===== src/core/pdf_pkg.sv =====
// Function
// - Setting the init done bit enables periodic mode and the optional diagnostic mode.
// - Diagnostic mode off: answer only a one-bit broadcast read, either bit value.
// - Diagnostic commands arrive in two- or four-bit fragments, chosen by the size bit.
// - Diagnostic mode on: answer exactly on broadcast read or a matching fragment.
// - Broadcast read or a length other than two or four restarts fragment assembly.
// - Diagnostic response only after a full 32-bit command that decodes as valid.
// - Assembled commands get the normal command check; broadcast reads get none.
// - Frame order: source id, keep-alive, status, sensor data, 8-bit CRC; format sizes fields.
// - Enabled source id field carries the 4-bit identifier of that source.
// - Keep-alive is a 2-bit counter per source, from zero, one step per message.
// - Sensor data field carries the kind chosen by that source's data selector.
// - Enabled status field is a 4-bit code from the status table.
// - Codes 0000 to 0101 are normal through temperature error, priorities 16 to 11.
// - Codes 1000 to 1101 are memory, test, supply, reset errors, priorities 8 to 3.
// - Supply error: silent until timer expires, then error data unless disabled.
// - Four-bit status: priorities 11-16 keep live data, 8 and below send error data.
// - Zero-size status: any non-normal condition sends error data at least once.
// - CRC over whole frame, MSB first, then eight zeros leave the CRC.
// - CRC polynomial x^8+x^5+x^3+x^2+x+1, seed four zeros then source identifier.
package pdf_pkg;

	localparam int NUM_SRC   = 2;
	localparam int SRC_W     = 1;
	localparam int NUM_KIND  = 2;
	localparam int SID_W     = 4;
	localparam int KAC_W     = 2;
	localparam int STAT_W    = 4;
	localparam int DATA_W    = 10;
	localparam int CRC_W     = 8;
	localparam int FMT_W     = 3;
	localparam int FRAME_W   = SID_W + KAC_W + STAT_W + DATA_W;
	localparam int LEN_W     = 5;
	localparam int CMD_W     = 32;
	localparam int CMD_LEN_W = 6;
	localparam int REG_W     = 32;
	localparam int ADDR_W    = 4;
	localparam int NUM_COND  = 11;

	localparam int FRAG_BITS_SHORT = 2;
	localparam int FRAG_BITS_LONG  = 4;
	localparam logic [CMD_LEN_W-1:0] BCAST_LEN  = 6'h01;
	localparam logic [CMD_LEN_W-1:0] FRAG_SHORT = 6'h02;
	localparam logic [CMD_LEN_W-1:0] FRAG_LONG  = 6'h04;
	localparam logic [CMD_LEN_W-1:0] CMD_FULL   = 6'h20;

	localparam logic [CRC_W-1:0] CRC_POLY = 8'h2F;
	localparam logic [3:0]       SEED_PAD = 4'h0;
	localparam logic [KAC_W-1:0] KAC_ONE  = 2'h1;

	localparam logic [ADDR_W-1:0] REG_DEVICE_LOCK_WRITE = 4'h0;
	localparam logic [ADDR_W-1:0] REG_SRC_BASE          = 4'h4;
	localparam logic [ADDR_W-1:0] REG_SRC_STEP          = 4'h4;
	localparam logic [ADDR_W-1:0] REG_STATE             = 4'hC;

	localparam int CTRL_INIT_DONE   = 0;
	localparam int CTRL_DIAG_EN     = 1;
	localparam int CTRL_FRAG_SIZE   = 2;
	localparam int CTRL_SUPPLY_ERROR_DISABLE = 3;
	localparam int SRC_ID_LSB       = 0;
	localparam int SRC_FMT_LSB      = 4;
	localparam int SRC_DSEL_BIT     = 7;
	localparam int STATE_KAC_LSB    = 0;
	localparam int STATE_STAT_LSB   = 8;
	localparam int STATE_ASM_LSB    = 12;
	localparam int STATE_BUSY_BIT   = 20;

	localparam int FMT_SID  = 0;
	localparam int FMT_KAC  = 1;
	localparam int FMT_STAT = 2;
	localparam logic [FMT_W-1:0] FMT_RESET = 3'h7;

	localparam int STAT_SEV_BIT = 3;
	localparam logic [STAT_W-1:0] ST_NORMAL   = 4'h0;
	localparam logic [STAT_W-1:0] ST_UNLOCKED = 4'h1;
	localparam logic [STAT_W-1:0] ST_SELFTEST = 4'h2;
	localparam logic [STAT_W-1:0] ST_OSC      = 4'h3;
	localparam logic [STAT_W-1:0] ST_CLIP     = 4'h4;
	localparam logic [STAT_W-1:0] ST_TEMP     = 4'h5;
	localparam logic [STAT_W-1:0] ST_UOTP     = 4'h8;
	localparam logic [STAT_W-1:0] ST_URW      = 4'h9;
	localparam logic [STAT_W-1:0] ST_FOTP     = 4'hA;
	localparam logic [STAT_W-1:0] ST_TEST     = 4'hB;
	localparam logic [STAT_W-1:0] ST_SUPPLY   = 4'hC;
	localparam logic [STAT_W-1:0] ST_RESET    = 4'hD;

	// Index 0 is the most urgent condition
	localparam logic [NUM_COND-1:0][STAT_W-1:0] COND_CODE = {ST_UNLOCKED, ST_SELFTEST, ST_OSC, ST_CLIP, ST_TEMP,
		ST_UOTP, ST_URW, ST_FOTP, ST_TEST, ST_SUPPLY, ST_RESET};

	typedef enum logic [3:0]
	{
		S_IDLE = 4'b0001,
		S_MSG  = 4'b0010,
		S_PAD  = 4'b0100,
		S_DONE = 4'b1000
	} pdf_state_t;

	typedef struct packed
	{
		pdf_state_t                        state;
		logic                              initDoneBit;
		logic                              diagEn;
		logic                              diagFragmentSize;
		logic                              supplyErrorDisable;
		logic [NUM_SRC-1:0][SID_W-1:0]     sourceIdentifier;
		logic [NUM_SRC-1:0][FMT_W-1:0]     fmt;
		logic [NUM_SRC-1:0]                dataSelector;
		logic [NUM_SRC-1:0][KAC_W-1:0]     keepaliveCounter;
		logic [NUM_SRC-1:0]                errPend;
		logic [CMD_W-1:0]                  asmWord;
		logic [CMD_LEN_W-1:0]              asmBits;
		logic                              diagDone;
		logic [CMD_W-1:0]                  diagWord;
		logic                              diagStart;
		logic [FRAME_W-1:0]                shFrame;
		logic [LEN_W-1:0]                  bitLeft;
		logic [SRC_W-1:0]                  curSrc;
		logic                              respValid;
		logic [FRAME_W-1:0]                respFrame;
		logic [LEN_W-1:0]                  respLen;
		logic [CRC_W-1:0]                  respCrc;
		logic [STAT_W-1:0]                 respStatus;
		logic [DATA_W-1:0]                 respData;
		logic [KAC_W-1:0]                  respKac;
		logic [REG_W-1:0]                  rdData;
	} pdf_core_t;

	localparam pdf_core_t CORE_RESET = '{state: S_IDLE, fmt: {NUM_SRC{FMT_RESET}}, default: '0};

	typedef struct packed
	{
		logic [CRC_W-1:0] crc;
	} pdf_crc_t;

endpackage : pdf_pkg


===== src/core/pdf_crc_if.sv =====
`timescale 1ns/1ps
interface pdf_crc_if
	import pdf_pkg::*;
();
	logic             load;
	logic [CRC_W-1:0] seed;
	logic             shiftEn;
	logic             dataBit;
	logic [CRC_W-1:0] crc;

	modport ctl (output load, output seed, output shiftEn, output dataBit, input crc);
	modport eng (input load, input seed, input shiftEn, input dataBit, output crc);
endinterface : pdf_crc_if


===== src/core/pdf_crc.sv =====
`timescale 1ns/1ps
module pdf_crc
	import pdf_pkg::*;
(
	// Clock and reset
	input  wire logic mclk,
	input  wire logic rst_n,
	// Serial engine
	pdf_crc_if.eng    crcBus
);
	pdf_crc_t st;
	pdf_crc_t next_st;

	always_comb
	begin
		next_st = st;
		if (crcBus.load)
			next_st.crc = crcBus.seed;
		else if (crcBus.shiftEn)
			next_st.crc = {st.crc[CRC_W-2:0], crcBus.dataBit} ^ (st.crc[CRC_W-1] ? CRC_POLY : '0);
	end

	always_ff @(posedge mclk or negedge rst_n)
	begin
		if (!rst_n)
			st <= '0;
		else
			st <= next_st;
	end

	assign crcBus.crc = st.crc;

endmodule : pdf_crc


===== src/core/pdf_framer.sv =====
`timescale 1ns/1ps
module pdf_framer
	import pdf_pkg::*;
#(
	parameter logic [DATA_W-1:0] DATA_ERR_CODE = 10'h200
)(
	// Clock and reset
	input  wire logic                                     mclk,
	input  wire logic                                     rst_n,
	// Register port
	input  wire logic [ADDR_W-1:0]                        regAddr,
	input  wire logic [REG_W-1:0]                         regWrData,
	input  wire logic                                     regWrite,
	input  wire logic                                     regRead,
	output      logic [REG_W-1:0]                         regRdData,
	// Received command
	input  wire logic                                     cmdValid,
	input  wire logic [CMD_LEN_W-1:0]                     cmdLen,
	input  wire logic [CMD_W-1:0]                         cmdBits,
	input  wire logic [SRC_W-1:0]                         cmdSrc,
	// Device conditions
	input  wire logic                                     resetOccurredFlag,
	input  wire logic                                     supplyErr,
	input  wire logic                                     supplyTimerDone,
	input  wire logic                                     testModeFlag,
	input  wire logic                                     factoryOtpErr,
	input  wire logic                                     userRwErr,
	input  wire logic                                     userOtpErr,
	input  wire logic                                     tempErr,
	input  wire logic                                     signalClipped,
	input  wire logic                                     offsetErr,
	input  wire logic                                     oscTrainErr,
	input  wire logic                                     selftestIncomplete,
	input  wire logic                                     selftestRunning,
	input  wire logic                                     selftestFailed,
	input  wire logic                                     userUnlocked,
	// Sensor data per source and kind
	input  wire logic [NUM_SRC-1:0][NUM_KIND-1:0][DATA_W-1:0] sensorData,
	// Periodic response
	output      logic                                     respValid,
	output      logic [FRAME_W-1:0]                       respFrame,
	output      logic [LEN_W-1:0]                         respLen,
	output      logic [CRC_W-1:0]                         respCrc,
	output      logic [SRC_W-1:0]                         respSrc,
	// Diagnostic command
	output      logic                                     diagCmdDone,
	output      logic [CMD_W-1:0]                         diagCmd,
	input  wire logic                                     diagCheckOk,
	output      logic                                     diagRespStart
);
	pdf_core_t            st;
	pdf_core_t            next_st;
	logic [NUM_COND-1:0]  condVec;
	logic [STAT_W-1:0]    statusCode;
	logic                 supplyLive;
	logic [NUM_SRC-1:0]   replaceCond;
	logic                 diagOn;
	logic [CMD_LEN_W-1:0] fragLen;
	logic                 bcastCmd;
	logic                 lenIsFrag;
	logic                 fragCmd;
	logic                 silent;
	logic                 trigger;
	logic [FRAME_W-1:0]   frameAcc;
	logic [LEN_W-1:0]     frameLen;
	logic [DATA_W-1:0]    dataField;
	logic [REG_W-1:0]     rdMux;

	pdf_crc_if crcBus ();

	pdf_crc uCrc
	(
		.mclk   (mclk),
		.rst_n  (rst_n),
		.crcBus (crcBus)
	);

	function automatic logic [STAT_W-1:0] pickStatus(input logic [NUM_COND-1:0] cond);
		logic [STAT_W-1:0] code;
		code = ST_NORMAL;
		for (int i = NUM_COND - 1; i >= 0; i--)
		begin
			if (cond[i])
				code = COND_CODE[i];
		end
		return code;
	endfunction : pickStatus

	// Supply error only counts once its monitor timer has run out
	assign condVec = {userUnlocked, selftestIncomplete | selftestRunning | selftestFailed, oscTrainErr,
		signalClipped | offsetErr, tempErr, userOtpErr, userRwErr, factoryOtpErr, testModeFlag,
		supplyErr & supplyTimerDone, resetOccurredFlag};
	assign statusCode = pickStatus(condVec);
	assign supplyLive = (statusCode == ST_SUPPLY) & st.supplyErrorDisable;

	for (genvar s = 0; s < NUM_SRC; s++)
	begin : gRepl
		assign replaceCond[s] = ~supplyLive & (st.fmt[s][FMT_STAT] ? statusCode[STAT_SEV_BIT]
			: (statusCode != ST_NORMAL));
	end

	assign diagOn    = st.initDoneBit & st.diagEn;
	assign fragLen   = st.diagFragmentSize ? FRAG_LONG : FRAG_SHORT;
	assign bcastCmd  = cmdValid & (cmdLen == BCAST_LEN);
	assign lenIsFrag = (cmdLen == FRAG_SHORT) | (cmdLen == FRAG_LONG);
	assign fragCmd   = diagOn & cmdValid & (cmdLen == fragLen);
	assign silent    = supplyErr & ~supplyTimerDone;
	// Commands that arrive while a frame is still being built are not answered
	assign trigger   = st.initDoneBit & (bcastCmd | fragCmd) & ~silent & (st.state == S_IDLE);

	always_comb
	begin
		next_st = st;
		next_st.respValid = 1'b0;
		next_st.diagDone = 1'b0;
		next_st.diagStart = st.diagDone & diagCheckOk;
		if (regWrite)
		begin
			if (regAddr == REG_DEVICE_LOCK_WRITE)
			begin
				// Lock bit: once set it stays until reset
				next_st.initDoneBit = st.initDoneBit | regWrData[CTRL_INIT_DONE];
				next_st.diagEn = regWrData[CTRL_DIAG_EN];
				next_st.diagFragmentSize = regWrData[CTRL_FRAG_SIZE];
				next_st.supplyErrorDisable = regWrData[CTRL_SUPPLY_ERROR_DISABLE];
			end
			for (int s = 0; s < NUM_SRC; s++)
			begin
				if (regAddr == ADDR_W'(REG_SRC_BASE + s * REG_SRC_STEP))
				begin
					next_st.sourceIdentifier[s] = regWrData[SRC_ID_LSB +: SID_W];
					next_st.fmt[s] = regWrData[SRC_FMT_LSB +: FMT_W];
					next_st.dataSelector[s] = regWrData[SRC_DSEL_BIT];
				end
			end
		end
		rdMux = '0;
		case (regAddr)
			REG_DEVICE_LOCK_WRITE:
			begin
				rdMux[CTRL_INIT_DONE] = st.initDoneBit;
				rdMux[CTRL_DIAG_EN] = st.diagEn;
				rdMux[CTRL_FRAG_SIZE] = st.diagFragmentSize;
				rdMux[CTRL_SUPPLY_ERROR_DISABLE] = st.supplyErrorDisable;
			end
			REG_STATE:
			begin
				rdMux[STATE_KAC_LSB +: NUM_SRC*KAC_W] = st.keepaliveCounter;
				rdMux[STATE_STAT_LSB +: STAT_W] = st.respStatus;
				rdMux[STATE_ASM_LSB +: CMD_LEN_W] = st.asmBits;
				rdMux[STATE_BUSY_BIT] = (st.state != S_IDLE);
			end
			default:
				rdMux = '0;
		endcase
		for (int s = 0; s < NUM_SRC; s++)
		begin
			if (regAddr == ADDR_W'(REG_SRC_BASE + s * REG_SRC_STEP))
			begin
				rdMux[SRC_ID_LSB +: SID_W] = st.sourceIdentifier[s];
				rdMux[SRC_FMT_LSB +: FMT_W] = st.fmt[s];
				rdMux[SRC_DSEL_BIT] = st.dataSelector[s];
			end
		end
		next_st.rdData = regRead ? rdMux : '0;

		// Fragments shift in oldest first; the check on the full word is external
		if (fragCmd)
		begin
			if (st.diagFragmentSize)
				next_st.asmWord = {st.asmWord[CMD_W-FRAG_BITS_LONG-1:0], cmdBits[FRAG_BITS_LONG-1:0]};
			else
				next_st.asmWord = {st.asmWord[CMD_W-FRAG_BITS_SHORT-1:0], cmdBits[FRAG_BITS_SHORT-1:0]};
			next_st.asmBits = st.asmBits + fragLen;
			if (next_st.asmBits == CMD_FULL)
			begin
				next_st.diagDone = 1'b1;
				next_st.diagWord = next_st.asmWord;
				next_st.asmBits = '0;
			end
		end
		else if (~diagOn | (cmdValid & (bcastCmd | ~lenIsFrag)))
		begin
			next_st.asmBits = '0;
			next_st.asmWord = '0;
		end

		// Pending error data survives a condition that clears before the next frame
		for (int s = 0; s < NUM_SRC; s++)
			next_st.errPend[s] = replaceCond[s] | (st.errPend[s] & ~((st.state == S_DONE) & (st.curSrc == SRC_W'(s))));

		frameAcc = '0;
		frameLen = '0;
		if (st.fmt[cmdSrc][FMT_SID])
		begin
			frameAcc = {frameAcc[FRAME_W-SID_W-1:0], st.sourceIdentifier[cmdSrc]};
			frameLen = frameLen + LEN_W'(SID_W);
		end
		if (st.fmt[cmdSrc][FMT_KAC])
		begin
			frameAcc = {frameAcc[FRAME_W-KAC_W-1:0], st.keepaliveCounter[cmdSrc]};
			frameLen = frameLen + LEN_W'(KAC_W);
		end
		if (st.fmt[cmdSrc][FMT_STAT])
		begin
			frameAcc = {frameAcc[FRAME_W-STAT_W-1:0], statusCode};
			frameLen = frameLen + LEN_W'(STAT_W);
		end
		dataField = (replaceCond[cmdSrc] | st.errPend[cmdSrc]) ? DATA_ERR_CODE
			: sensorData[cmdSrc][st.dataSelector[cmdSrc]];
		frameAcc = {frameAcc[FRAME_W-DATA_W-1:0], dataField};
		frameLen = frameLen + LEN_W'(DATA_W);

		case (st.state)
			S_IDLE:
			begin
				if (trigger)
				begin
					next_st.state = S_MSG;
					next_st.shFrame = frameAcc << (LEN_W'(FRAME_W) - frameLen);
					next_st.bitLeft = frameLen;
					next_st.curSrc = cmdSrc;
					next_st.respFrame = frameAcc << (LEN_W'(FRAME_W) - frameLen);
					next_st.respLen = frameLen;
					next_st.respStatus = statusCode;
					next_st.respData = dataField;
					next_st.respKac = st.keepaliveCounter[cmdSrc];
				end
			end
			S_MSG:
			begin
				next_st.shFrame = {st.shFrame[FRAME_W-2:0], 1'b0};
				next_st.bitLeft = st.bitLeft - LEN_W'(1);
				if (st.bitLeft == LEN_W'(1))
				begin
					next_st.state = S_PAD;
					next_st.bitLeft = LEN_W'(CRC_W);
				end
			end
			S_PAD:
			begin
				next_st.bitLeft = st.bitLeft - LEN_W'(1);
				if (st.bitLeft == LEN_W'(1))
					next_st.state = S_DONE;
			end
			S_DONE:
			begin
				next_st.state = S_IDLE;
				next_st.respValid = 1'b1;
				next_st.respCrc = crcBus.crc;
				next_st.keepaliveCounter[st.curSrc] = st.keepaliveCounter[st.curSrc] + KAC_ONE;
			end
			default:
				next_st.state = S_IDLE;
		endcase
	end

	always_ff @(posedge mclk or negedge rst_n)
	begin
		if (!rst_n)
			st <= CORE_RESET;
		else
			st <= next_st;
	end

	assign crcBus.load    = trigger;
	assign crcBus.seed    = {SEED_PAD, st.sourceIdentifier[cmdSrc]};
	assign crcBus.shiftEn = (st.state == S_MSG) | (st.state == S_PAD);
	assign crcBus.dataBit = (st.state == S_MSG) & st.shFrame[FRAME_W-1];

	assign regRdData     = st.rdData;
	assign respValid     = st.respValid;
	assign respFrame     = st.respFrame;
	assign respLen       = st.respLen;
	assign respCrc       = st.respCrc;
	assign respSrc       = st.curSrc;
	assign diagCmdDone   = st.diagDone;
	assign diagCmd       = st.diagWord;
	assign diagRespStart = st.diagStart;
endmodule : pdf_framer


===== config.mk =====
export PLATFORM = sky130hd
export DESIGN_NAME = pdf_framer
export DESIGN_NICKNAME = d
export VERILOG_FILES = /design/src/core/pdf_pkg.sv /design/src/core/pdf_crc_if.sv /design/src/core/pdf_crc.sv /design/src/core/pdf_framer.sv
export SDC_FILE = /design/constraint.sdc
export NUM_CORES = 1
export LEC_CHECK = 0
export BUFFER_PORTS_ARGS = -buffer_cell sky130_fd_sc_hd__buf_2
export CORE_UTILIZATION = 40
export CTS_CLUSTER_SIZE = 24
export DETAILED_ROUTE_END_ITERATION = 8
export PLACE_DENSITY = 0.66
export SLEW_MARGIN = 20
export SYNTH_ARGS = -nofsm -noshare
export SYNTH_HDL_FRONTEND = slang
export SYNTH_HIERARCHICAL = 1
export SYNTH_SLANG_ARGS = --single-unit

===== constraint.sdc =====
create_clock -name mclk -period 8.8 [get_ports mclk]
set_input_delay 1.32 -clock mclk [delete_from_list [all_inputs] [get_ports mclk]]
set_output_delay 1.32 -clock mclk [all_outputs]
set_load 0.01 [all_outputs]

== Yosys cells after proc, flatten, opt, wreduce, memory -nomap -nowiden ==
Index checks and enable logic that the tools add are counted.
Storage, ports and cells
  bits in registers: 193
  output and inout bits: 101
  word-level logic and storage cells: 179
Cells by class
  $add $sub $neg: 7
  order comparisons: 4
  eq/ne operators: 18
  shifts and indexed selects: 1
  muxes and demuxes: 65
  bitwise operators: 40
  reductions and logical operators: 15
Operator list (count)
  2-to-1 mux 36 bit: 2
  2-to-1 mux 4 bit: 14
  2-to-1 mux 10 bit: 5
  2-to-1 mux 20 bit: 2
  one-hot mux 20 bit (2 select lines): 1
  2-to-1 mux 39 bit: 1
  2-to-1 mux 33 bit: 1
  2-to-1 mux 32 bit: 1
  2-to-1 mux 8 bit: 4
  2-to-1 mux 26 bit: 1
  2-to-1 mux 21 bit: 1
  << shifter 20 x 5 -> 20 bit: 1
  AND 1 bit: 19
  equality test 4 bit, second input constant: 4
  2-to-1 mux 5 bit: 3
  one-hot mux 5 bit (3 select lines): 1
  2-to-1 mux 2 bit: 7
  AND reduction 2 bit: 7
  2-to-1 mux 3 bit: 4
  2-to-1 mux 6 bit: 2
  OR 1 bit: 12
  one-hot mux 4 bit (3 select lines): 1
  2-to-1 mux 1 bit: 11
  equality test 4 x 3 -> 1 bit, second input constant: 2
  30 further kinds: 43

== Logic depth before layout (Yosys ltp) ==
Gate-level depths: netlist of the first run.
  depth after elaboration: 23
  depth in mapped cells: 12
  mapped depth without buffers: 10

== Cells and area by module ==
Netlist of the first run, hierarchy kept.
Modules (own cells, without submodules)
  pdf_framer: instances 1, cells an instance 1023, area each 10029.6 µm²
  pdf_crc: instances 1, cells an instance 41, area each 475.5 µm²

== Least setup slack after synthesis of the first run ==
OpenSTA, ideal clock, no wires.
  path type: input-to-reg
  from: input port cmdSrc
  to: register st[100] (netlist name)
  library setup time: 0.135 ns
  arrival: 3.673 ns
  data required time: 8.665 ns
  slack: 4.992 ns
  cell stages on the path: 11
  path buffers: 3
  cells stage by stage: buf_2 mux2i_1 inv_2 fa_1 clkbuf_1 clkbuf_1 o21ai_0 o21ai_0 o22ai_1 o2111ai_1 o21ai_0
Between the ends
  cells in the longest elaborated chain, start to end: 12
  elaborated cells on any way between the ends: 31
RTL lines
  from (decl): line pdf_framer.sv:20  | input wire logic [SRC_W-1:0] cmdSrc,
  2-to-1 mux 3 bit (implied by the code) * (2 in a row): line pdf_framer.sv:204  | if (st.fmt[cmdSrc][FMT_STAT])
  2-to-1 mux 3 bit: line pdf_framer.sv:194  | if (st.fmt[cmdSrc][FMT_SID])
  adder 5 x 2 -> 5 bit: line pdf_framer.sv:202  | frameLen = frameLen + LEN_W'(KAC_W);
  2-to-1 mux 5 bit: line pdf_framer.sv:199  | if (st.fmt[cmdSrc][FMT_KAC])
  adder 5 x 3 -> 5 bit: line pdf_framer.sv:207  | frameLen = frameLen + LEN_W'(STAT_W);
  2-to-1 mux 5 bit *: line pdf_framer.sv:204
  adder 5 x 4 -> 5 bit *: line pdf_framer.sv:212  | frameLen = frameLen + LEN_W'(DATA_W);
  via frameLen[2]: line pdf_framer.sv:65  | logic [LEN_W-1:0] frameLen;
  subtractor 5 bit *: line pdf_framer.sv:220  | next_st.shFrame = frameAcc << (LEN_W'(FRAME_W) - frameLen);
  << shifter 20 x 5 -> 20 bit *: line pdf_framer.sv:220
  2-to-1 mux 26 bit *: line pdf_framer.sv:217  | if (trigger)
  one-hot mux 20 bit (2 select lines) *: line pdf_framer.sv:214  | case (st.state)
  to (signal assigned): line pdf_framer.sv:263  | st <= next_st;
  to (decl): line pdf_framer.sv:51  | pdf_core_t st;
Mark *: on every way through the listed nets, which the timed path passes. The rest lies on a longest branch. The select of a mux whose other input is x is not followed.
A chain may end at the register's enable or synchronous reset.

== Worst setup path in the final report of the first run ==
  from: input port cmdSrc
  to: register st[105] (netlist name)
Same word-level chain as after synthesis.

==> reports/results.tsv, run 1 <==
metric	value	unit
grt_util_all_layers	19.9	%
first_pass_iters	7	
synth-edff-count	0	
required	9.09	ns
met3_usage	3.06	%
synthToLayoutAreaGrowth	10.4	%
cp.arrival	5.74	ns
grt-busiest-layer	met2	
ctsRootBufferMaster	clkbuf_16	
wl	25500	microns
ys_types	91	
post-cts-setup-buffer-count	0	
fin_skew	0.0135	ns
finalHoldViolCount	0	
setup_slack	3.35	ns
period_needed	5.45	ns
hp-class	register to register	
grt_antenna_before_repair	1	
critPathMaxFanout	38	
portBuffers	170	
setup_viol	0	
grt_overflow	0	
grt_pass1_wl	41400	microns
clock_latency	0.44	ns
tns	0	ns
num_rows	58	
ys_warn_count	6	
layout_commonest_cell	dfrtp_1	
critPathLaunchType	input pin	
clockBufferDepth	2	
routabilityCongestion	0.906	
numCtsBuffers	17	
viasPerCell	5.39	
maxCapViolCount	0	
min_period_over_period	61.9	%
use_met1	26.2	%
cellLeakagePower	5.49	nW
status	finished, final reports clean	
die_w	164	microns
slew_viol_final	0	
cts_hold_buffers	0	
final_cell_mix	dfrtp_1, buf_2, nand2_1	
grt_pass1_vias	7731	
syn_inst	1064	
wl_per_cell	17.3	microns
final_nets	1275	
core_area	0.0255	sq mm
peakVddDrop	0.109	mV
synth_seq_cells	189	
antenna_left	0	
numClockSinks	189	
syn_area_per_cell	9.87	sq um
worstSetupPathType	input pin to register	
diodes	0	
io_pins	237	
met2_usage	33.6	%
slew_headroom	35.2	%
synthFlopType	dfrtp_1	
rsz0062_at_grt	false	
htreeDepth	4	
p_per_area	205	mW/mm^2
postSynth.asyncResetShare	100	%
drt_iter0_drc	549	
layout-drive-gt1-share	27.2	%
cts_tree	yes	
start_util	41.2	%
dp_hpwl	18600	microns
dp_slack	2.98	ns
netlist_area	0.0105	sq mm
die_area	0.0269	sq mm
grt_start_max_net_pins	123	
clock.fmax	0.183	GHz
cts.repair.resized	0	
route.detailed.drc	0	
yosysSeqAreaShare	45.1	%
worst_pin_slew	0.946	ns
vias	7938	
floorplan.die.height	164	microns
cp-end-kind	register	
clk_pin_slew_worst_paths	0.08	ns
-- power breakdown --
group	leakage, nW	internal [mW]	switching (mW)	total, mW
combinational	2.68	0.222	0.360	0.582
sequential	2.51	0.917	0.0580	0.975
clock	0.309	0.402	0.423	0.825
total	5.49	1.54	0.841	2.38
-- synthesized netlist by cell type (all sizes together), types with 4 or more instances --
cell | number | share of area, %
nand2 | 136 | 4.9
mux2i | 58 | 5.5
xnor2 | 15 | 1.3
nand3 | 30 | 1.5
a211oi | 7 | 0.67
and2 | 12 | 0.71
dfstp | 7 | 1.8
o32ai | 4 | 0.58
nor3 | 13 | 0.62
clkbuf | 28 | 1.1
a21o | 5 | 0.43
a222oi | 5 | 0.48
mux2 | 49 | 5.3
o2111ai | 4 | 0.33
a31oi | 6 | 0.42
nand2b | 8 | 0.55
a22oi | 8 | 0.57
buf | 124 | 8.5
and3 | 12 | 0.73
a21oi | 61 | 3.0
nor2b | 13 | 0.77
dfrtp | 182 | 43
a32oi | 4 | 0.33
ha | 6 | 0.71
inv | 12 | 0.43
nor4b | 6 | 0.68
nor2 | 73 | 2.7
o211ai | 16 | 1.4
nor4 | 9 | 0.74
a22o | 5 | 0.42
or3b | 6 | 0.50
o21ai | 90 | 4.4
-- kinds of logic after synthesis --
family,count (synthesis),share of synthesized area (%)
mux,110,11.4
buf+inv,164,10.1
xor+xnor,18,1.50
other cells,1,0.0357
compound gates,244,15.4
fa+ha+maj,8,1.10
simple gates,330,15.3
flops,189,45.1
-- cell type report --
cell class / instances / area [sq um]
clock inverters: 15 / 215
flip-flops and latches: 189 / 4740
well taps: 330 / 413
multi-input cells: 729 / 4810
clock buffers: 17 / 425
inverters: 12 / 45.0
fillers: 2435 / 13900
repair buffers: 182 / 950
-- metrics by stage --
stage               utilization (%)  hold WS [ns]  cells  total power, mW  area, sq um
floorplan                         -         0.437   1082             1.40        10600
global route                   45.5         0.505   1474             2.50        11600
detailed placement             43.0         0.458   1442             1.57        11000
global placement               43.0         0.457   1442             1.56        11000
CTS                            45.5         0.478   1474             2.40        11600
finish                         45.5         0.476   1474             2.38        11600
-- final timing paths --
path	from	endpoint	slack, ns	depth (start not counted)
setup / recovery	cmdSrc	st[105]$_DFFE_PN0P_	3.35	10
hold / removal	st[47]$_DFFE_PN0P_	regRdData[11]$_DFF_PN0_	0.48	1
setup reg to reg	st[193]$_DFFE_PN1P_	st[105]$_DFFE_PN0P_	4.60	9
hold reg to reg	st[47]$_DFFE_PN0P_	regRdData[11]$_DFF_PN0_	0.48	1
max in group asynchronous	rst_n	st[45]$_DFFE_PN0P_	6.29	2
min in group asynchronous	rst_n	st[163]$_DFFE_PN0P_	0.99	1
-- critical path: stages --
cell and delay, ns:
buf_2 0.63, mux2i_1 0.87, inv_2 0.27, fa_1 0.84, buf_4 0.33, xnor2_1 0.15
xnor2_1 0.32, o22ai_1 0.18, a222oi_1 0.64, o21ai_1 0.15
-- metal layers --
| metal | routed length, microns | share of wire, % |
|---|---|---|
| met3 | 1140 | 4.5 |
| met1 | 11400 | 45 |
| met4 | 469 | 1.8 |
| met5 | 0 | 0 |
| met2 | 12500 | 49 |
-- flip-flops by register name (all words and copies together) (netlist names) --
register / count
respValid: 1
diagCmd: 32
respFrame: 20
respLen: 4
uCrc/crcBus.crc: 8
regRdData: 19
diagCmdDone: 1
respCrc: 8
diagRespStart: 1
st: 94
respSrc: 1
(Power assumes the default switching activity.)
==> inputs of run 2 (changes only) <==
==> constraint.sdc (replaced) <==
create_clock -name mclk -period 5.2 [get_ports mclk]
set_input_delay 0.78 -clock mclk [delete_from_list [all_inputs] [get_ports mclk]]
set_output_delay 0.78 -clock mclk [all_outputs]
set_load 0.01 [all_outputs]
==> run 2 against run 1 <==
Combinational power is 69% higher. Via count is 0.38% lower. First-iteration DRC count is 6.9% higher. Sequential share of layout area is 0.15 points lower. Sequential power is 70% higher. Non-clock buffer count is 5 higher. Global-route usage is 0.16 points lower. Core utilization is 0.16 points higher. Setup slack worse by 1.9 ns. Largest cell class unchanged. Highest routed layer unchanged.
==> reports/results.tsv, run 2 (same netlist as run 1, synthesis figures left out) <==
metric	value	unit	change
layout-drive-gt1-share	27.5	%	was 27.2%
cts_hold_buffers	0		unchanged
cts.repair.resized	0		unchanged
path_cells	buf_2 -> mux2i_1 -> buf_4 -> inv_2 -> fa_1 -> xnor2_1 -> xnor2_1 -> o22ai_1 -> a222oi_1 -> o21ai_1		was buf_2 -> mux2i_1 -> inv_2 -> fa_1 -> buf_4 -> xnor2_1 -> xnor2_1 -> o22ai_1 -> a222oi_1 -> o21ai_1
required	5.48	ns	was 9.09 ns
path_common_cell	xnor2_1		unchanged
route.detailed.drc	0		unchanged
htreeDepth	4		unchanged
cp.arrival	4.03	ns	was 5.74 ns
dp_hpwl	18800	microns	was 18600 microns
cp-end-kind	register		unchanged
fin_skew	0.0152	ns	was 0.0135 ns
portBuffers	170		unchanged
clock.fmax	0.267	GHz	
cts_tree	yes		unchanged
seqCellArea	0.00474	sq mm	unchanged
grt_start_max_net_pins	113		was 123
drt_iter0_drc	587		was 549
rsz0062_at_grt	false		unchanged
floorplan.die.height	164	microns	unchanged
slew_headroom	35.5	%	was 35.2%
routabilityCongestion	0.873		was 0.906
first_pass_iters	5		was 7
post-cts-setup-buffer-count	0		unchanged
r2r_end	st[105]$_DFFE_PN0P_		unchanged
critPathLaunchType	input pin		unchanged
maxCapViolCount	0		unchanged
multiInputGateArea	0.00481	sq mm	unchanged
cellLeakagePower	5.52	nW	was 5.49 nW
p_per_area	347	mW/mm^2	was 205 mW/mm^2
num_rows	58		unchanged
clk_pin_slew_worst_paths	0.09	ns	was 0.08 ns
grt_antenna_before_repair	1		unchanged
wl_per_cell	17.4	microns	was 17.3 microns
grt_overflow	0		unchanged
top_register	st		unchanged
worst_pin_slew	0.954	ns	was 0.946 ns
numClockSinks	189		unchanged
tns	0	ns	unchanged
antenna_left	0		unchanged
ctsRootBufferMaster	clkbuf_16		unchanged
worst_r2r_path_depth	9		unchanged
synthToLayoutAreaGrowth	10.8	%	was 10.4%
vias	7908		was 7938
finalHoldViolCount	0		unchanged
min_period_over_period	72.0	%	
final_cell_mix	dfrtp_1, buf_2, nand2_1		unchanged
critPathMaxFanout	19		was 38
slew_viol_final	0		unchanged
largest_reg_flops	94		unchanged
clockBufferDepth	2		unchanged
grt_pass1_wl	41200	microns	was 41400 microns
worstSetupPathType	input pin to register		unchanged
status	finished, final reports clean		unchanged
cpMaxStageDelayCell	fa_1		was mux2i_1
final_nets	1280		was 1275
peakVddDrop	0.254	mV	was 0.109 mV
die_area	0.0269	sq mm	unchanged
clock_latency	0.44	ns	about the same
wl	25800	microns	was 25500 microns
r2r_start	st[190]$_DFFE_PN1P_		was st[193]$_DFFE_PN1P_
start_util	41.2	%	unchanged
numCtsBuffers	17		unchanged
viasPerCell	5.34		was 5.39
grt_util_all_layers	19.8	%	was 19.9%
r2r_slack	1.78	ns	was 4.60 ns
fillers	2454		was 2435
period_needed	3.75	ns	
die_w	164	microns	unchanged
io_pins	237		unchanged
grt_pass1_vias	7564		was 7731
hp-class	input pin to async pin		was register to register
layout_commonest_cell	dfrtp_1		unchanged
core_area	0.0255	sq mm	unchanged
finalPower	4.04	mW	was 2.38 mW
max_stage_delay	0.82	ns	was 0.87 ns
setup_viol	0		unchanged
-- run 2: changes by cell type in the layout (fill, tap and decap cells not counted) --
| cell | before | now |
|---|---|---|
| clkinvlp_4 | 0 | 1 |
| buf_4 | 12 | 17 |
| inv_8 | 2 | 3 |
| inv_12 | 5 | 4 |
| inv_6 | 2 | 1 |
| clkinv_8 | 4 | 5 |
| diode_2 | 0 | 1 |
| clkinv_4 | 1 | 0 |
-- run 2: worst max-delay path by stage --
stage / start / endpoint / slack, ns / cells past startpoint
floorplan: cmdSrc / st[100]$_DFFE_PN0P_ / 1.93 / 11
global placement: cmdSrc / st[105]$_DFFE_PN0P_ / 1.10 / 10
detailed placement: cmdSrc / st[105]$_DFFE_PN0P_ / 1.09 / 10
CTS: cmdSrc / st[105]$_DFFE_PN0P_ / 1.50 / 10
global route: cmdSrc / st[105]$_DFFE_PN0P_ / 1.34 / 10
finish: cmdSrc / st[105]$_DFFE_PN0P_ / 1.45 / 10
-- run 2: power breakdown --
part           switching, mW  internal, mW
Clock                  0.713         0.679
Sequential             0.108          1.55
Combinational          0.596         0.390
Total                   1.42          2.62
-- run 2: worst max-delay path: cells and delay by family --
family	cells	cell delay (ns)
multiplexers	1	0.27
XOR/XNOR	2	0.52
buffers and inverters	3	0.71
AO/OA/AOI/OAI	3	0.90
adder cells (fa/ha/maj)	1	0.82
-- run 2: area by class of cell --
| class | instances | area share, % |
|---|---|---|
| Clock inverter | 15 | 1.86 |
| Sequential cell | 189 | 40.7 |
| Antenna cell | 1 | 0.0215 |
| Inverter | 12 | 0.387 |
| Clock buffer | 17 | 3.66 |
| Timing Repair Buffer | 187 | 8.48 |
| Tap cell | 330 | 3.55 |
| Multi-Input combinational cell | 729 | 41.3 |
-- run 2: per-layer routing --
metal  vias to the layer above  part of all wire (%)  global-route usage [%]
met5                         -                     0                       0
met4                         0                   1.5                    5.22
met3                        25                   4.8                    3.23
met2                       267                    49                    33.5
met1                      3817                    45                    26.1
li1                       3799                     -                       -
-- run 2: metrics by stage --
step                      hold slack (ns)  worst slack, ns  std cells  util, %  cell area [sq um]
after CTS                           0.480             1.50       1479     45.7              11600
final                               0.440             1.45       1480     45.7              11600
after detailed placement            0.458             1.09       1447     43.1              11000
after global placement              0.457             1.10       1447     43.1              11000
after floorplan                     0.437             1.93       1082        -              10600
after global routing                0.487             1.34       1479     45.7              11600
